File: config.mk
export PLATFORM = sky130hd
export DESIGN_NAME = cwd_watchdog
export DESIGN_NICKNAME = d
export VERILOG_FILES = /design/src/cwd_pkg.sv /design/src/cwd_watchdog.sv
export SDC_FILE = /design/constraint.sdc
export NUM_CORES = 1
export LEC_CHECK = 0
export ABC_AREA = 0
export BUFFER_PORTS_ARGS = -buffer_cell sky130_fd_sc_hd__buf_2
export CAP_MARGIN = 20
export CORE_ASPECT_RATIO = 0.8
export CORE_UTILIZATION = 45
export DETAILED_ROUTE_END_ITERATION = 8
export PLACE_DENSITY = 0.7
export SYNTH_ARGS = -nofsm -noshare
export SYNTH_HDL_FRONTEND = slang
export SYNTH_SLANG_ARGS = --single-unit
File: constraint.sdc
create_clock -name clk_sys -period 3.6 [get_ports clk_sys]
set_input_delay 0.72 -clock clk_sys [delete_from_list [all_inputs] [get_ports clk_sys]]
set_output_delay 0.72 -clock clk_sys [all_outputs]
set_load 0.02 [all_outputs]
File: src/cwd_pkg.sv
// Constants, field layout and carrier types for the crystal clocked watchdog
`default_nettype none

package cwd_pkg;

  // ----------------------------------------------------------------
  // Register map and field layout
  // ----------------------------------------------------------------
  localparam logic [7:0] CWD_CTRL_ADDR  = 8'hc0; // Bit addressable
  localparam logic [7:0] CWD_CTRL_RESET = 8'h10;
  localparam int         CWD_PRE_LSB    = 4;
  localparam int         CWD_PRE_MSB    = 7;
  localparam int         CWD_IRSEL_BIT  = 3;
  localparam int         CWD_FLAG_BIT   = 2;
  localparam int         CWD_RUN_BIT    = 1;
  localparam int         CWD_UNLOCK_BIT = 0;

  // ----------------------------------------------------------------
  // Timing
  // ----------------------------------------------------------------
  localparam int         CWD_XTAL_HZ    = 32768; // Crystal rate
  localparam int         CWD_BASE_SHIFT = 9;     // 2^9 crystal periods
  localparam int         CWD_PRE_MAX    = 7;     // Longest timed code
  localparam logic [3:0] CWD_PRE_NOW    = 4'h8;  // Immediate reset code
  localparam int         CWD_CNT_W      = CWD_BASE_SHIFT + CWD_PRE_MAX;

  // ----------------------------------------------------------------
  // Special function register access from the core
  // ----------------------------------------------------------------
  typedef struct packed {
    logic       byte_wr;  // Whole byte write, one-cycle pulse
    logic       bit_wr;   // Single bit write, one-cycle pulse
    logic [7:0] addr;     // Register address (bit ops: byte address)
    logic [2:0] bit_idx;  // Bit number for bit_wr
    logic [7:0] data;     // Byte data; data[0] is the bit value
  } cwd_sfr_wr_t;

  typedef enum logic [1:0] {
    CWD_UL_IDLE,
    CWD_UL_ARMED,
    CWD_UL_OPEN
  } cwd_unlock_t;

endpackage

`default_nettype wire

File: src/cwd_watchdog.sv
// Crystal clocked watchdog with protected control register
//
// Summary of operation
// Timeout lasts two to the prescale times 512 crystal periods.
// Codes 0 to 7 give 15.6 ms to 2000 ms, ending reset or interrupt.
// Code 8 resets at once; higher codes are reserved, never selected.
// Every watchdog timeout sets the timeout flag.
// Flag clears on software writing 0 or on hardware reset.
// A watchdog reset leaves the timeout flag set.
// Writing 1 to run enables and restarts the counters; refreshes it.
// Without refresh in the period, reset or interrupt per response select.
// Run bit clears on watchdog reset with reset response, and hardware reset.
// Interrupt response makes it a periodic timer at the prescale period.
// Writes take effect only after the unlock bit was set.
// Software masks global interrupts before the unlock sequence.
// The register write must be the instruction right after the unlock.
// Control register at C0H, bit addressable, resets to 10H.
// The counter advances on crystal ticks, not the core clock.
// Unprotected writes are ignored; unlock expires after next instruction.
`timescale 1ns/1ps
`default_nettype none

module cwd_watchdog
  import cwd_pkg::*;
(
  input  wire logic        clk_sys,
  input  wire logic        rst_n,
  input  wire cwd_sfr_wr_t sfr_wr,
  input  wire logic        instr_end,
  input  wire logic        xtal_tick,
  output logic [7:0]       watchdog_control_reg,
  output logic             wd_reset_req,
  output logic             wd_irq
);

  // ----------------------------------------------------------------
  // Helpers
  // ----------------------------------------------------------------
  // Last count of the period for a prescale code
  function automatic logic [CWD_CNT_W-1:0] cwd_term(input logic [3:0] pre);
    logic [CWD_CNT_W:0] full;
    full = ({{CWD_CNT_W{1'b0}}, 1'b1} << (CWD_BASE_SHIFT + int'(pre[2:0])));
    return full[CWD_CNT_W-1:0] - {{(CWD_CNT_W-1){1'b0}}, 1'b1};
  endfunction

  // Value a write leaves on one bit: byte data or the addressed bit
  function automatic logic cwd_wbit(input cwd_sfr_wr_t w, input int idx);
    logic v;
    v = 1'b0;
    if (w.byte_wr)
      v = w.data[idx];
    else if (int'(w.bit_idx) == idx)
      v = w.data[0];
    return v;
  endfunction

  // Whether a write touches one bit
  function automatic logic cwd_hits(input cwd_sfr_wr_t w, input int idx);
    return w.byte_wr || (w.bit_wr && int'(w.bit_idx) == idx);
  endfunction

  // ----------------------------------------------------------------
  // State
  // ----------------------------------------------------------------
  logic [3:0]           pre_reg,   pre_next;
  logic                 irsel_reg, irsel_next;
  logic                 flag_reg,  flag_next;
  logic                 run_reg,   run_next;
  cwd_unlock_t          ul_reg,    ul_next;
  logic [CWD_CNT_W-1:0] cnt_reg,   cnt_next;
  logic                 rst_reg,   rst_next;
  logic                 irq_reg,   irq_next;

  logic wr_hit;
  logic wr_ok;
  logic expire;
  logic now_reset;

  assign wr_hit = (sfr_wr.byte_wr || sfr_wr.bit_wr)
                  && (sfr_wr.addr == CWD_CTRL_ADDR);
  // Only the instruction after the unlock may change the register
  assign wr_ok  = wr_hit && (ul_reg == CWD_UL_OPEN);

  // Period end; a prescale shortened by a bit write expires at the next
  // tick instead of waiting for a wrap. Reserved codes never time out
  assign expire    = run_reg && !pre_reg[3] && xtal_tick
                     && (cnt_reg >= cwd_term(pre_reg));
  assign now_reset = run_reg && (pre_reg == CWD_PRE_NOW);

  // ----------------------------------------------------------------
  // Unlock sequencing
  // ----------------------------------------------------------------
  // Armed in the setting instruction, open for exactly the next one;
  // a setting write in its instruction's last cycle opens at once
  always_comb
  begin
    ul_next = ul_reg;
    case (ul_reg)
      CWD_UL_IDLE:
        if (wr_hit && cwd_hits(sfr_wr, CWD_UNLOCK_BIT)
            && cwd_wbit(sfr_wr, CWD_UNLOCK_BIT))
          ul_next = instr_end ? CWD_UL_OPEN : CWD_UL_ARMED;
      CWD_UL_ARMED:
        if (instr_end)
          ul_next = CWD_UL_OPEN;
      CWD_UL_OPEN:
        if (wr_ok || instr_end)
          ul_next = CWD_UL_IDLE;
      default:
        ul_next = CWD_UL_IDLE;
    endcase
  end

  // ----------------------------------------------------------------
  // Control fields, counter and events
  // ----------------------------------------------------------------
  // Timeout wins over a same-cycle software clear of the flag
  always_comb
  begin
    pre_next   = pre_reg;
    irsel_next = irsel_reg;
    flag_next  = flag_reg;
    run_next   = run_reg;
    cnt_next   = cnt_reg;
    rst_next   = 1'b0;
    irq_next   = 1'b0;
    if (run_reg && xtal_tick)
      cnt_next = cnt_reg + {{(CWD_CNT_W-1){1'b0}}, 1'b1};
    if (wr_ok)
    begin
      if (cwd_hits(sfr_wr, CWD_PRE_LSB))
        pre_next[0] = cwd_wbit(sfr_wr, CWD_PRE_LSB);
      if (cwd_hits(sfr_wr, CWD_PRE_LSB + 1))
        pre_next[1] = cwd_wbit(sfr_wr, CWD_PRE_LSB + 1);
      if (cwd_hits(sfr_wr, CWD_PRE_LSB + 2))
        pre_next[2] = cwd_wbit(sfr_wr, CWD_PRE_LSB + 2);
      if (cwd_hits(sfr_wr, CWD_PRE_MSB))
        pre_next[3] = cwd_wbit(sfr_wr, CWD_PRE_MSB);
      if (cwd_hits(sfr_wr, CWD_IRSEL_BIT))
        irsel_next = cwd_wbit(sfr_wr, CWD_IRSEL_BIT);
      if (cwd_hits(sfr_wr, CWD_FLAG_BIT) && !cwd_wbit(sfr_wr, CWD_FLAG_BIT))
        flag_next = 1'b0;
      if (cwd_hits(sfr_wr, CWD_RUN_BIT))
      begin
        run_next = cwd_wbit(sfr_wr, CWD_RUN_BIT);
        if (run_next)
          cnt_next = '0;
      end
    end
    if (expire)
    begin
      flag_next = 1'b1;
      cnt_next  = '0;
      if (irsel_reg)
        irq_next = 1'b1;
      else
      begin
        rst_next = 1'b1;
        run_next = 1'b0;
      end
    end
    else if (now_reset)
    begin
      flag_next = 1'b1;
      rst_next  = 1'b1;
      run_next  = 1'b0;
      cnt_next  = '0;
    end
  end

  // Hardware reset restores the power-on image and clears the flag
  always_ff @(posedge clk_sys or negedge rst_n)
  begin
    if (!rst_n)
    begin
      pre_reg   <= CWD_CTRL_RESET[CWD_PRE_MSB:CWD_PRE_LSB];
      irsel_reg <= CWD_CTRL_RESET[CWD_IRSEL_BIT];
      flag_reg  <= 1'b0;
      run_reg   <= 1'b0;
      ul_reg    <= CWD_UL_IDLE;
      cnt_reg   <= '0;
      rst_reg   <= 1'b0;
      irq_reg   <= 1'b0;
    end
    else
    begin
      pre_reg   <= pre_next;
      irsel_reg <= irsel_next;
      flag_reg  <= flag_next;
      run_reg   <= run_next;
      ul_reg    <= ul_next;
      cnt_reg   <= cnt_next;
      rst_reg   <= rst_next;
      irq_reg   <= irq_next;
    end
  end

  // ----------------------------------------------------------------
  // Outputs
  // ----------------------------------------------------------------
  // The watchdog reset request must not reach this block's rst_n,
  // otherwise the flag could not survive it
  assign watchdog_control_reg = {pre_reg, irsel_reg, flag_reg, run_reg,
                                 ul_reg != CWD_UL_IDLE};
  assign wd_reset_req = rst_reg;
  assign wd_irq       = irq_reg;
endmodule

`default_nettype wire

* Word level (Yosys, flattened, before mapping)
Index checks and enable logic that the tools add are counted.
W data, S select, Z words.
** Operators by class
- Mux-type cells :: 45
- Equal/unequal tests :: 14
- $lt $le $gt $ge :: 1
- Shift operators :: 1
- Add/subtract/negate cells :: 3
- Reductions and logical operators :: 42
** Operators by type and width (count)
- $mux W16 :: 6
- $mux W1 :: 34
- $logic_and A1 B1 Y1 :: 18
- $add A16 B1 Y16 const B :: 1
- $ge A16 B16 Y1 :: 1
- $shl A1 B5 Y16 const A :: 1
- $sub A16 B1 Y16 const B :: 1
- $eq A3 B3 Y1 const B :: 4
- $reduce_and A2 Y1 :: 6
- $logic_or A1 B1 Y1 :: 10
- $eq A8 B8 Y1 const B :: 1
- $mux W2 :: 4
- $eq A3 B2 Y1 const B :: 2
- $pmux W2 S3 :: 1
- $reduce_bool A3 Y1 :: 2
- $add A4 B3 Y5 const A :: 1
- $eq A4 B4 Y1 const B :: 1
- $ne A2 B2 Y1 const B :: 2
- $eq A3 B1 Y1 const B :: 1
- $logic_not A3 Y1 :: 1
- $reduce_and A3 Y1 :: 1
- $eq A2 B1 Y1 const B :: 1
- $eq A2 B2 Y1 const B :: 1
- $logic_not A1 Y1 :: 2
- other kinds (3) :: 3
** Storage, ports and cells
- Input bits :: 25
- Output and inout bits :: 10
- Logic and storage cells :: 117
- Register bits :: 27

* Depth between registers and ports, before layout
Gate-level depths: netlist (run 1).
- Depth after elaboration :: 10
- Gate-level depth with buffers :: 13
- Depth with buffers taken out :: 11

* Worst setup path before layout (run 1)
Ideal clock, no wire load.
- Path kind :: reg-to-reg
- From :: reg pre_reg[0]
- To :: reg flag_reg
- Buffers on the path :: 2
- Library setup time :: 124 ps
- Data required time :: 3476 ps
- Arrival :: 2970 ps
- Clock period less this slack :: 3094 ps
- Stages on the path, launching flop included :: 12
- Path slack :: 506 ps
- Cells stage by stage :: dfstp_2 -> clkbuf_1 -> and2_1 -> ha_1 -> nor4_1 -> xor2_1 -> ha_1 -> and4_1 -> a221oi_1 -> o32ai_1 -> buf_2 -> a211o_1
** On the way
- Cells in the longest elaborated chain, start to end :: 7
** Ends and longest elaborated chain
- from (decl) :: RTL line cwd_watchdog.sv:65 : logic [3:0] pre_reg, pre_next;
- from (signal assigned) :: RTL line cwd_watchdog.sv:176 : pre_reg <= CWD_CTRL_RESET[CWD_PRE_MSB:CWD_PRE_LSB];
- from (signal assigned) :: RTL line cwd_watchdog.sv:187 : pre_reg <= pre_next;
- $add A4 B3 Y5 :: RTL line cwd_watchdog.sv:42 : full = ({{CWD_CNT_W{1'b0}}, 1'b1} << (CWD_BASE_SHIFT + int'(pre[2:0])));
- $shl A1 B5 Y16 :: RTL line cwd_watchdog.sv:42
- $sub A16 B1 Y16 :: RTL line cwd_watchdog.sv:43 : return full[CWD_CNT_W-1:0] - {{(CWD_CNT_W-1){1'b0}}, 1'b1};
- $ge A16 B16 Y1 :: RTL line cwd_watchdog.sv:87 : && (cnt_reg >= cwd_term(pre_reg));
- $logic_and A1 B1 Y1 :: RTL line cwd_watchdog.sv:87
- $reduce_bool A3 Y1 (no source line)
- $reduce_and A2 Y1 (no source line)
- to (signal assigned) :: RTL line cwd_watchdog.sv:189 : flag_reg <= flag_next;
- to (decl) :: RTL line cwd_watchdog.sv:67 : logic flag_reg, flag_next;
Several ways; a longest one is shown, not always the timed one.
A chain may end at the register's enable or synchronous reset.

* Final worst setup path (run 1)
Same ends and word-level chain as after synthesis.

==> metrics, run 1 <==
share of layout cells above drive strength 1 19.60%; cell at the root of the clock tree clkbuf_8; flip-flop count of the largest register after layout 16; initial antenna violation count 0; max-slew violation count 0; Worst-Margin Slew 0.6198 ns; horizontal die dimension 76.39 µm; reg-to-reg slack, setup 0.45 ns; delay of the slowest critical-path stage 0.64 ns; via-per-instance ratio 5.635; standard cell core area 0.004204 mm²; final weighted congestion of routability-driven global placement 0.8396; vias in the first global route 1,640; Worst path slowest cell dfstp_2; count of input and output buffers 34; final hold viol count 0; dominant cell by count in the synthesized netlist dfrtp_1; wire per inst 14.87 µm; remaining global-route overflow 0; CTS H-tree lvls 1; number of setup buffers added after CTS 0; Hold Buf Count CTS 0; die footprint 0.004698 mm²; cell type with the highest aggregate area in the netlist dfrtp_1; critical-path maximum fanout 20; clock-pin slew on the worst setup and hold paths 0.10 ns; cell types occupying the most area after synthesis dfrtp_1 (33%), ha_1 (10%), nor3b_1 (4.9%); Worst Hold Class primary input to async pin; synth-to-layout area growth 12.37%; net switching power of the design 115.9 µW; worst-case reg-to-reg path depth 10; number of distinct library cell variants in the gate-level netlist after synthesis 48; all-layer global routing usage 21.24%; final critical-path share of the clock period 87.47%; capturing element type of the critical path register; unrepaired setup endpoints after global routing no; fraction of registers with async set/reset 100.0%; final count of negative-setup-slack endpoints 0; r2r endpoint flag_reg; Leak 0.001004 µW; count of yosys warnings during synthesis 0; power density normalized to cell area 228.8 mW/mm²; Slew HR 58.68%; post-detail-place hpwl 3447 µm; CP Cell Sequence and2_1 > ha_1 > nor4_1 > xor2_1 > ha_1 > and4_1 > a221oi_1 > o32ai_2 > buf_4 > a211o_1; number of nets in the layout 292; post-synthesis average cell area 8.973 µm²; Remaining DRCs 0; number of placement rows 21; Most Frequent Cell on Critical Path ha_1; share of power burned in registers 59.2%; Antenna Cells 0; Inst Count DP 303; switching part of the total power 22.63%; Commonest cells post-synth dfrtp_1 (26), nor2_1 (21), nand3_1 (18); Filler cells 416; clk buf depth 2; TritonCTS clock tree done; number of buffer and inverter instances along the worst setup path 1; 1st-pass router iterations 4; status finished clean; sequential area share after synthesis 33.98%; final clock skew 0.01232 ns; number of register bits inferred by synthesis 27; CTS Buf Count 3; antenna-violating nets left 0; startpoint kind of the worst setup timing path register; count of pins on the block boundary 35; clock tree sinks 27; clock insertion delay at the later pin of the skew report 0.28 ns; WP data required 3.75 ns; post-route non-filler standard cell count 307; part of the power in combinational logic 7.1%; net count after synthesis 263; overall die height 61.51 µm; worst r2r src pre_reg[0]; wire length reported by the detailed router 4566 µm; Tmin final 3.149 ns; post-cts resize count 0; global-route wire length before repair 7693 µm; Crit Path Category register to register; fraction of synthesized cell area taken by the top area cell type 32.66%; total number of vias 1,730; post-synthesis instance total 222; Max IR drop VDD 0.2617 mV; largest net degree at the start of global routing 28; setup TNS 0 ns; fmax 317.6 MHz; netlist area before placement 0.001992 mm²; cell class contributing the biggest share of worst-path delay simple AND/OR/NAND/NOR gates; portion of total power attributed to the clock network 33.7%; signal arrival time at the worst endpoint 3.30 ns; 1st-iter DRT viols 126; number of enable-type register cells in the synthesized netlist 0; cell-internal power 396.3 µW; top_reg_cell synth dfrtp_1; Max-cap violations 0; Starting Density 47.38%
## metal layers
| metal | track usage, % | vias to the layer above | routed length [µm] |
|---|---|---|---|
| li1 | - | 873 | - |
| met1 | 30.28 | 823 | 2366 |
| met2 | 34.88 | 30 | 1992 |
| met3 | 3.259 | 4 | 164 |
| met4 | 4.121 | 0 | 42 |
| met5 | 0 | - | 0 |
## final cells by class
| type | count | area, µm² | area share [%] |
|---|---|---|---|
| Timing Repair Buffer | 35 | 177.7 | 7.937 |
| Clock inverter | 1 | 5.005 | 0.2236 |
| Multi-Input combinational cell | 178 | 1244 | 55.56 |
| Clock buffer | 3 | 41.29 | 1.845 |
| Tap cell | 57 | 71.32 | 3.186 |
| Sequential cell | 27 | 676.9 | 30.24 |
| Inverter | 6 | 22.52 | 1.006 |
## cell usage in the layout, fill, tap and decap left out, types with 3 or more instances in the layout
master,instances
a21oi_1,10
and2_1,3
buf_2,34
clkbuf_8,3
dfrtp_1,26
ha_1,16
inv_1,5
mux2i_1,4
nand2_1,13
nand3_1,18
nand3b_1,3
nand4_1,6
nor2_1,21
nor3_1,4
nor3b_1,13
nor4_1,5
o21ai_0,4
o22ai_1,6
xnor2_1,9
xor2_1,10
## per-stage QoR
stage | cell area [µm²] | hold WS [ns] | worst slack [ns] | utilization, % | total power, µW
final | 2238 | 0.4436 | 0.4512 | 53.24 | 512.2
after global routing | 2238 | 0.4838 | 0.2722 | 53.24 | 534.0
after detailed placement | 2192 | 0.4788 | 0.5007 | 52.14 | 345.7
after global placement | 2192 | 0.4823 | 0.5560 | 52.14 | 345.4
after CTS | 2238 | 0.4592 | 0.4535 | 53.24 | 518.1
after floorplan | 1992 | 0.4244 | 0.5058 | - | 321.6
## worst max path at each step
stage	from	endpoint	slack [ns]	cells past startpoint
final	pre_reg[0]	flag_reg	0.45	10
after global routing	pre_reg[0]	flag_reg	0.27	12
after CTS	pre_reg[0]	flag_reg	0.45	10
after detailed placement	pre_reg[0]	flag_reg	0.50	10
after floorplan	pre_reg[0]	flag_reg	0.51	11
after global placement	pre_reg[0]	flag_reg	0.56	10
## cell families after synthesis
kind of cell    synth area share [%]
xor+xnor                       8.354
mux                            2.575
simple gates                   29.08
fa+ha+maj                      10.05
flops                          33.98
buf+inv                        3.957
compound gates                 12.00
## power by group through the flow
stage                     combinational [µW]  sequential [µW]  clock [µW]
final                                   36.1              303         173
after global routing                    40.8              303         190
after CTS                               36.5              303         178
after detailed placement                36.5              309           0
after global placement                  36.2              309           0
after floorplan                         12.3              309           0
No activity file was read; power rests on OpenSTA's default activity.
==> inputs of run 2 (changes only) <==
--- a/config.mk
+++ b/config.mk
@@ -8,10 +8,12 @@
 export ABC_AREA = 0
 export BUFFER_PORTS_ARGS = -buffer_cell sky130_fd_sc_hd__buf_2
 export CAP_MARGIN = 20
+export CELL_PAD_IN_SITES_DETAIL_PLACEMENT = 0
+export CELL_PAD_IN_SITES_GLOBAL_PLACEMENT = 2
 export CORE_ASPECT_RATIO = 0.8
-export CORE_UTILIZATION = 45
+export CORE_UTILIZATION = 34
 export DETAILED_ROUTE_END_ITERATION = 8
-export PLACE_DENSITY = 0.7
+export PLACE_DENSITY = 0.84
 export SYNTH_ARGS = -nofsm -noshare
 export SYNTH_HDL_FRONTEND = slang
 export SYNTH_SLANG_ARGS = --single-unit
==> run 2 against run 1 <==
- final area is 1.2% higher
- non-clock buffer count stayed put
- sequential share of layout area is 0.35 points lower
- clock-buffer cell count stayed put
- hold slack better by 0.0070 ns
- largest power group unchanged
==> metrics, run 2 (synthesized netlist as in run 1, its figures left out) <==
Antenna Cells 0 (unchanged); die footprint 0.006171 mm² (+31%); global-route wire length before repair 8342 µm (+8.4%); unrepaired setup endpoints after global routing no; Hold Buf Count CTS 0 (unchanged); highest-count cells in the layout ignoring fill and taps buf_2 (34), dfrtp_1 (26), nor2_1 (21); status finished clean; final worst-path setup slack 0.4555 ns (+0.004341 ns); remaining global-route overflow 0 (unchanged); count of pins on the block boundary 35 (unchanged); overall die height 70.46 µm (+15%); most common cell after layout, fill and taps aside buf_2; cell-internal power 396.4 µW (about the same); number of placement rows 24 (+14%); switching part of the total power 23.39% (+0.76 points); portion of total power attributed to the clock network 34.2% (+0.5 points); Most Frequent Cell on Critical Path ha_1; critical-path maximum fanout 20 (unchanged); capturing element type of the critical path register; power density normalized to cell area 228.5 mW/mm² (-0.15%); count of input and output buffers 34 (unchanged); clk buf depth 2 (unchanged); final clock skew 0.009247 ns (-0.003072 ns); clock tree sinks 27 (unchanged); all-layer global routing usage 17.59% (-3.6 points); largest net degree at the start of global routing 28 (unchanged); Worst path slowest cell dfstp_2; TritonCTS clock tree done; setup TNS 0 ns (unchanged); Filler cells 596 (+43%); Slew HR 56.95% (-1.7 points); CP Cell Sequence and2_1 > ha_1 > nor4_1 > xor2_1 > ha_1 > and4_1 > a221oi_1 > o32ai_2 > buf_4 > a211o_1; standard cell core area 0.005555 mm² (+32%); flip-flop count of the largest register after layout 16 (unchanged); number of setup buffers added after CTS 0 (unchanged); vias in the first global route 1,745 (+6.4%); Max IR drop VDD 0.1589 mV (-39%); Crit Path Category register to register; wire per inst 14.92 µm (+0.30%); signal arrival time at the worst endpoint 3.31 ns (about the same); share of layout cells above drive strength 1 19.60% (unchanged); net switching power of the design 121.1 µW (+4.4%); final weighted congestion of routability-driven global placement 0.7923 (-5.6%); initial antenna violation count 0 (unchanged); Worst Hold Class primary input to async pin; Worst-Margin Slew 0.6457 ns (+0.02589 ns); number of nets in the layout 292 (unchanged); clock insertion delay at the later pin of the skew report 0.28 ns (about the same); WP data required 3.76 ns (about the same); post-route non-filler standard cell count 328 (+6.8%); 1st-pass router iterations 4 (unchanged); Max-cap violations 0 (unchanged); part of the power in combinational logic 7.2% (about the same); CTS Buf Count 3 (unchanged); 1st-iter DRT viols 38 (-70%); antenna-violating nets left 0 (unchanged); Leak 0.001004 µW (unchanged); final count of negative-setup-slack endpoints 0 (unchanged); number of buffer and inverter instances along the worst setup path 1 (unchanged); Place WS 0.4819 ns (-0.01880 ns); Remaining DRCs 0 (unchanged); post-detail-place hpwl 3800 µm (+10%); horizontal die dimension 87.58 µm (+15%); startpoint kind of the worst setup timing path register; cell at the root of the clock tree clkbuf_8; final critical-path share of the clock period 87.35% (-0.12 points); fmax 318.0 MHz (+0.14%); Starting Density 35.86% (-12 points); post-cts resize count 0 (unchanged); max-slew violation count 0 (unchanged); share of power burned in registers 58.6% (-0.6 points); total number of vias 1,726 (-0.23%); via-per-instance ratio 5.262 (-6.6%); final hold viol count 0 (unchanged); cell class contributing the biggest share of worst-path delay simple AND/OR/NAND/NOR gates; Tmin final 3.144 ns (-0.004341 ns); wire length reported by the detailed router 4893 µm (+7.2%); delay of the slowest critical-path stage 0.64 ns (about the same); CTS H-tree lvls 1 (unchanged); clock-pin slew on the worst setup and hold paths 0.10 ns (about the same); Inst Count DP 324 (+6.9%); synth-to-layout area growth 13.69%
## run 2: per-stage QoR
stage	hold WS, ns	total power, µW	utilization (%)	cell area (µm²)
after floorplan	0.4244	321.6	-	1992
after global placement	0.4867	346.5	39.93	2218
after detailed placement	0.4898	346.9	39.93	2218
after CTS	0.4765	527.0	40.77	2265
after global routing	0.4948	542.9	40.77	2265
final	0.4506	517.5	40.77	2265
## run 2: final cells by class
| type | instances | area [µm²] | area share [%] |
|---|---|---|---|
| Clock inverter | 1 | 5.005 | 0.2210 |
| Multi-Input combinational cell | 178 | 1244 | 54.92 |
| Timing Repair Buffer | 35 | 177.7 | 7.845 |
| Tap cell | 78 | 97.59 | 4.309 |
| Sequential cell | 27 | 676.9 | 29.89 |
| Clock buffer | 3 | 41.29 | 1.823 |
| Inverter | 6 | 22.52 | 0.9945 |
## run 2: path summary, 6_finish.rpt
| check | depth (start not counted) | slack [ns] | end | from |
|---|---|---|---|---|
| worst max-delay path | 10 | 0.46 | flag_reg | pre_reg[0] |
| worst min-delay path | 1 | 0.45 | cnt_reg[6] | rst_n |
| worst max register to register | 10 | 0.46 | flag_reg | pre_reg[0] |
| worst min register to register | 1 | 0.52 | flag_reg | flag_reg |
| max in group asynchronous | 1 | 2.73 | run_reg | rst_n |
| min in group clk_sys | 1 | 0.52 | flag_reg | flag_reg |
## run 2: per-layer routing
layer	vias up	GRT usage (%)	wire length [µm]
li1	873	-	-
met1	834	26.16	2728
met2	17	26.48	2037
met3	2	3.310	98
met4	0	3.279	29
met5	-	0	0
## run 2: power by group through the flow
stage	Clock, µW	Combinational [µW]	Sequential (µW)
finish	177	37.0	303
global route	198	41.7	303
CTS	186	37.8	303
detailed placement	0	37.7	309
global placement	0	37.3	309
floorplan	0	12.3	309
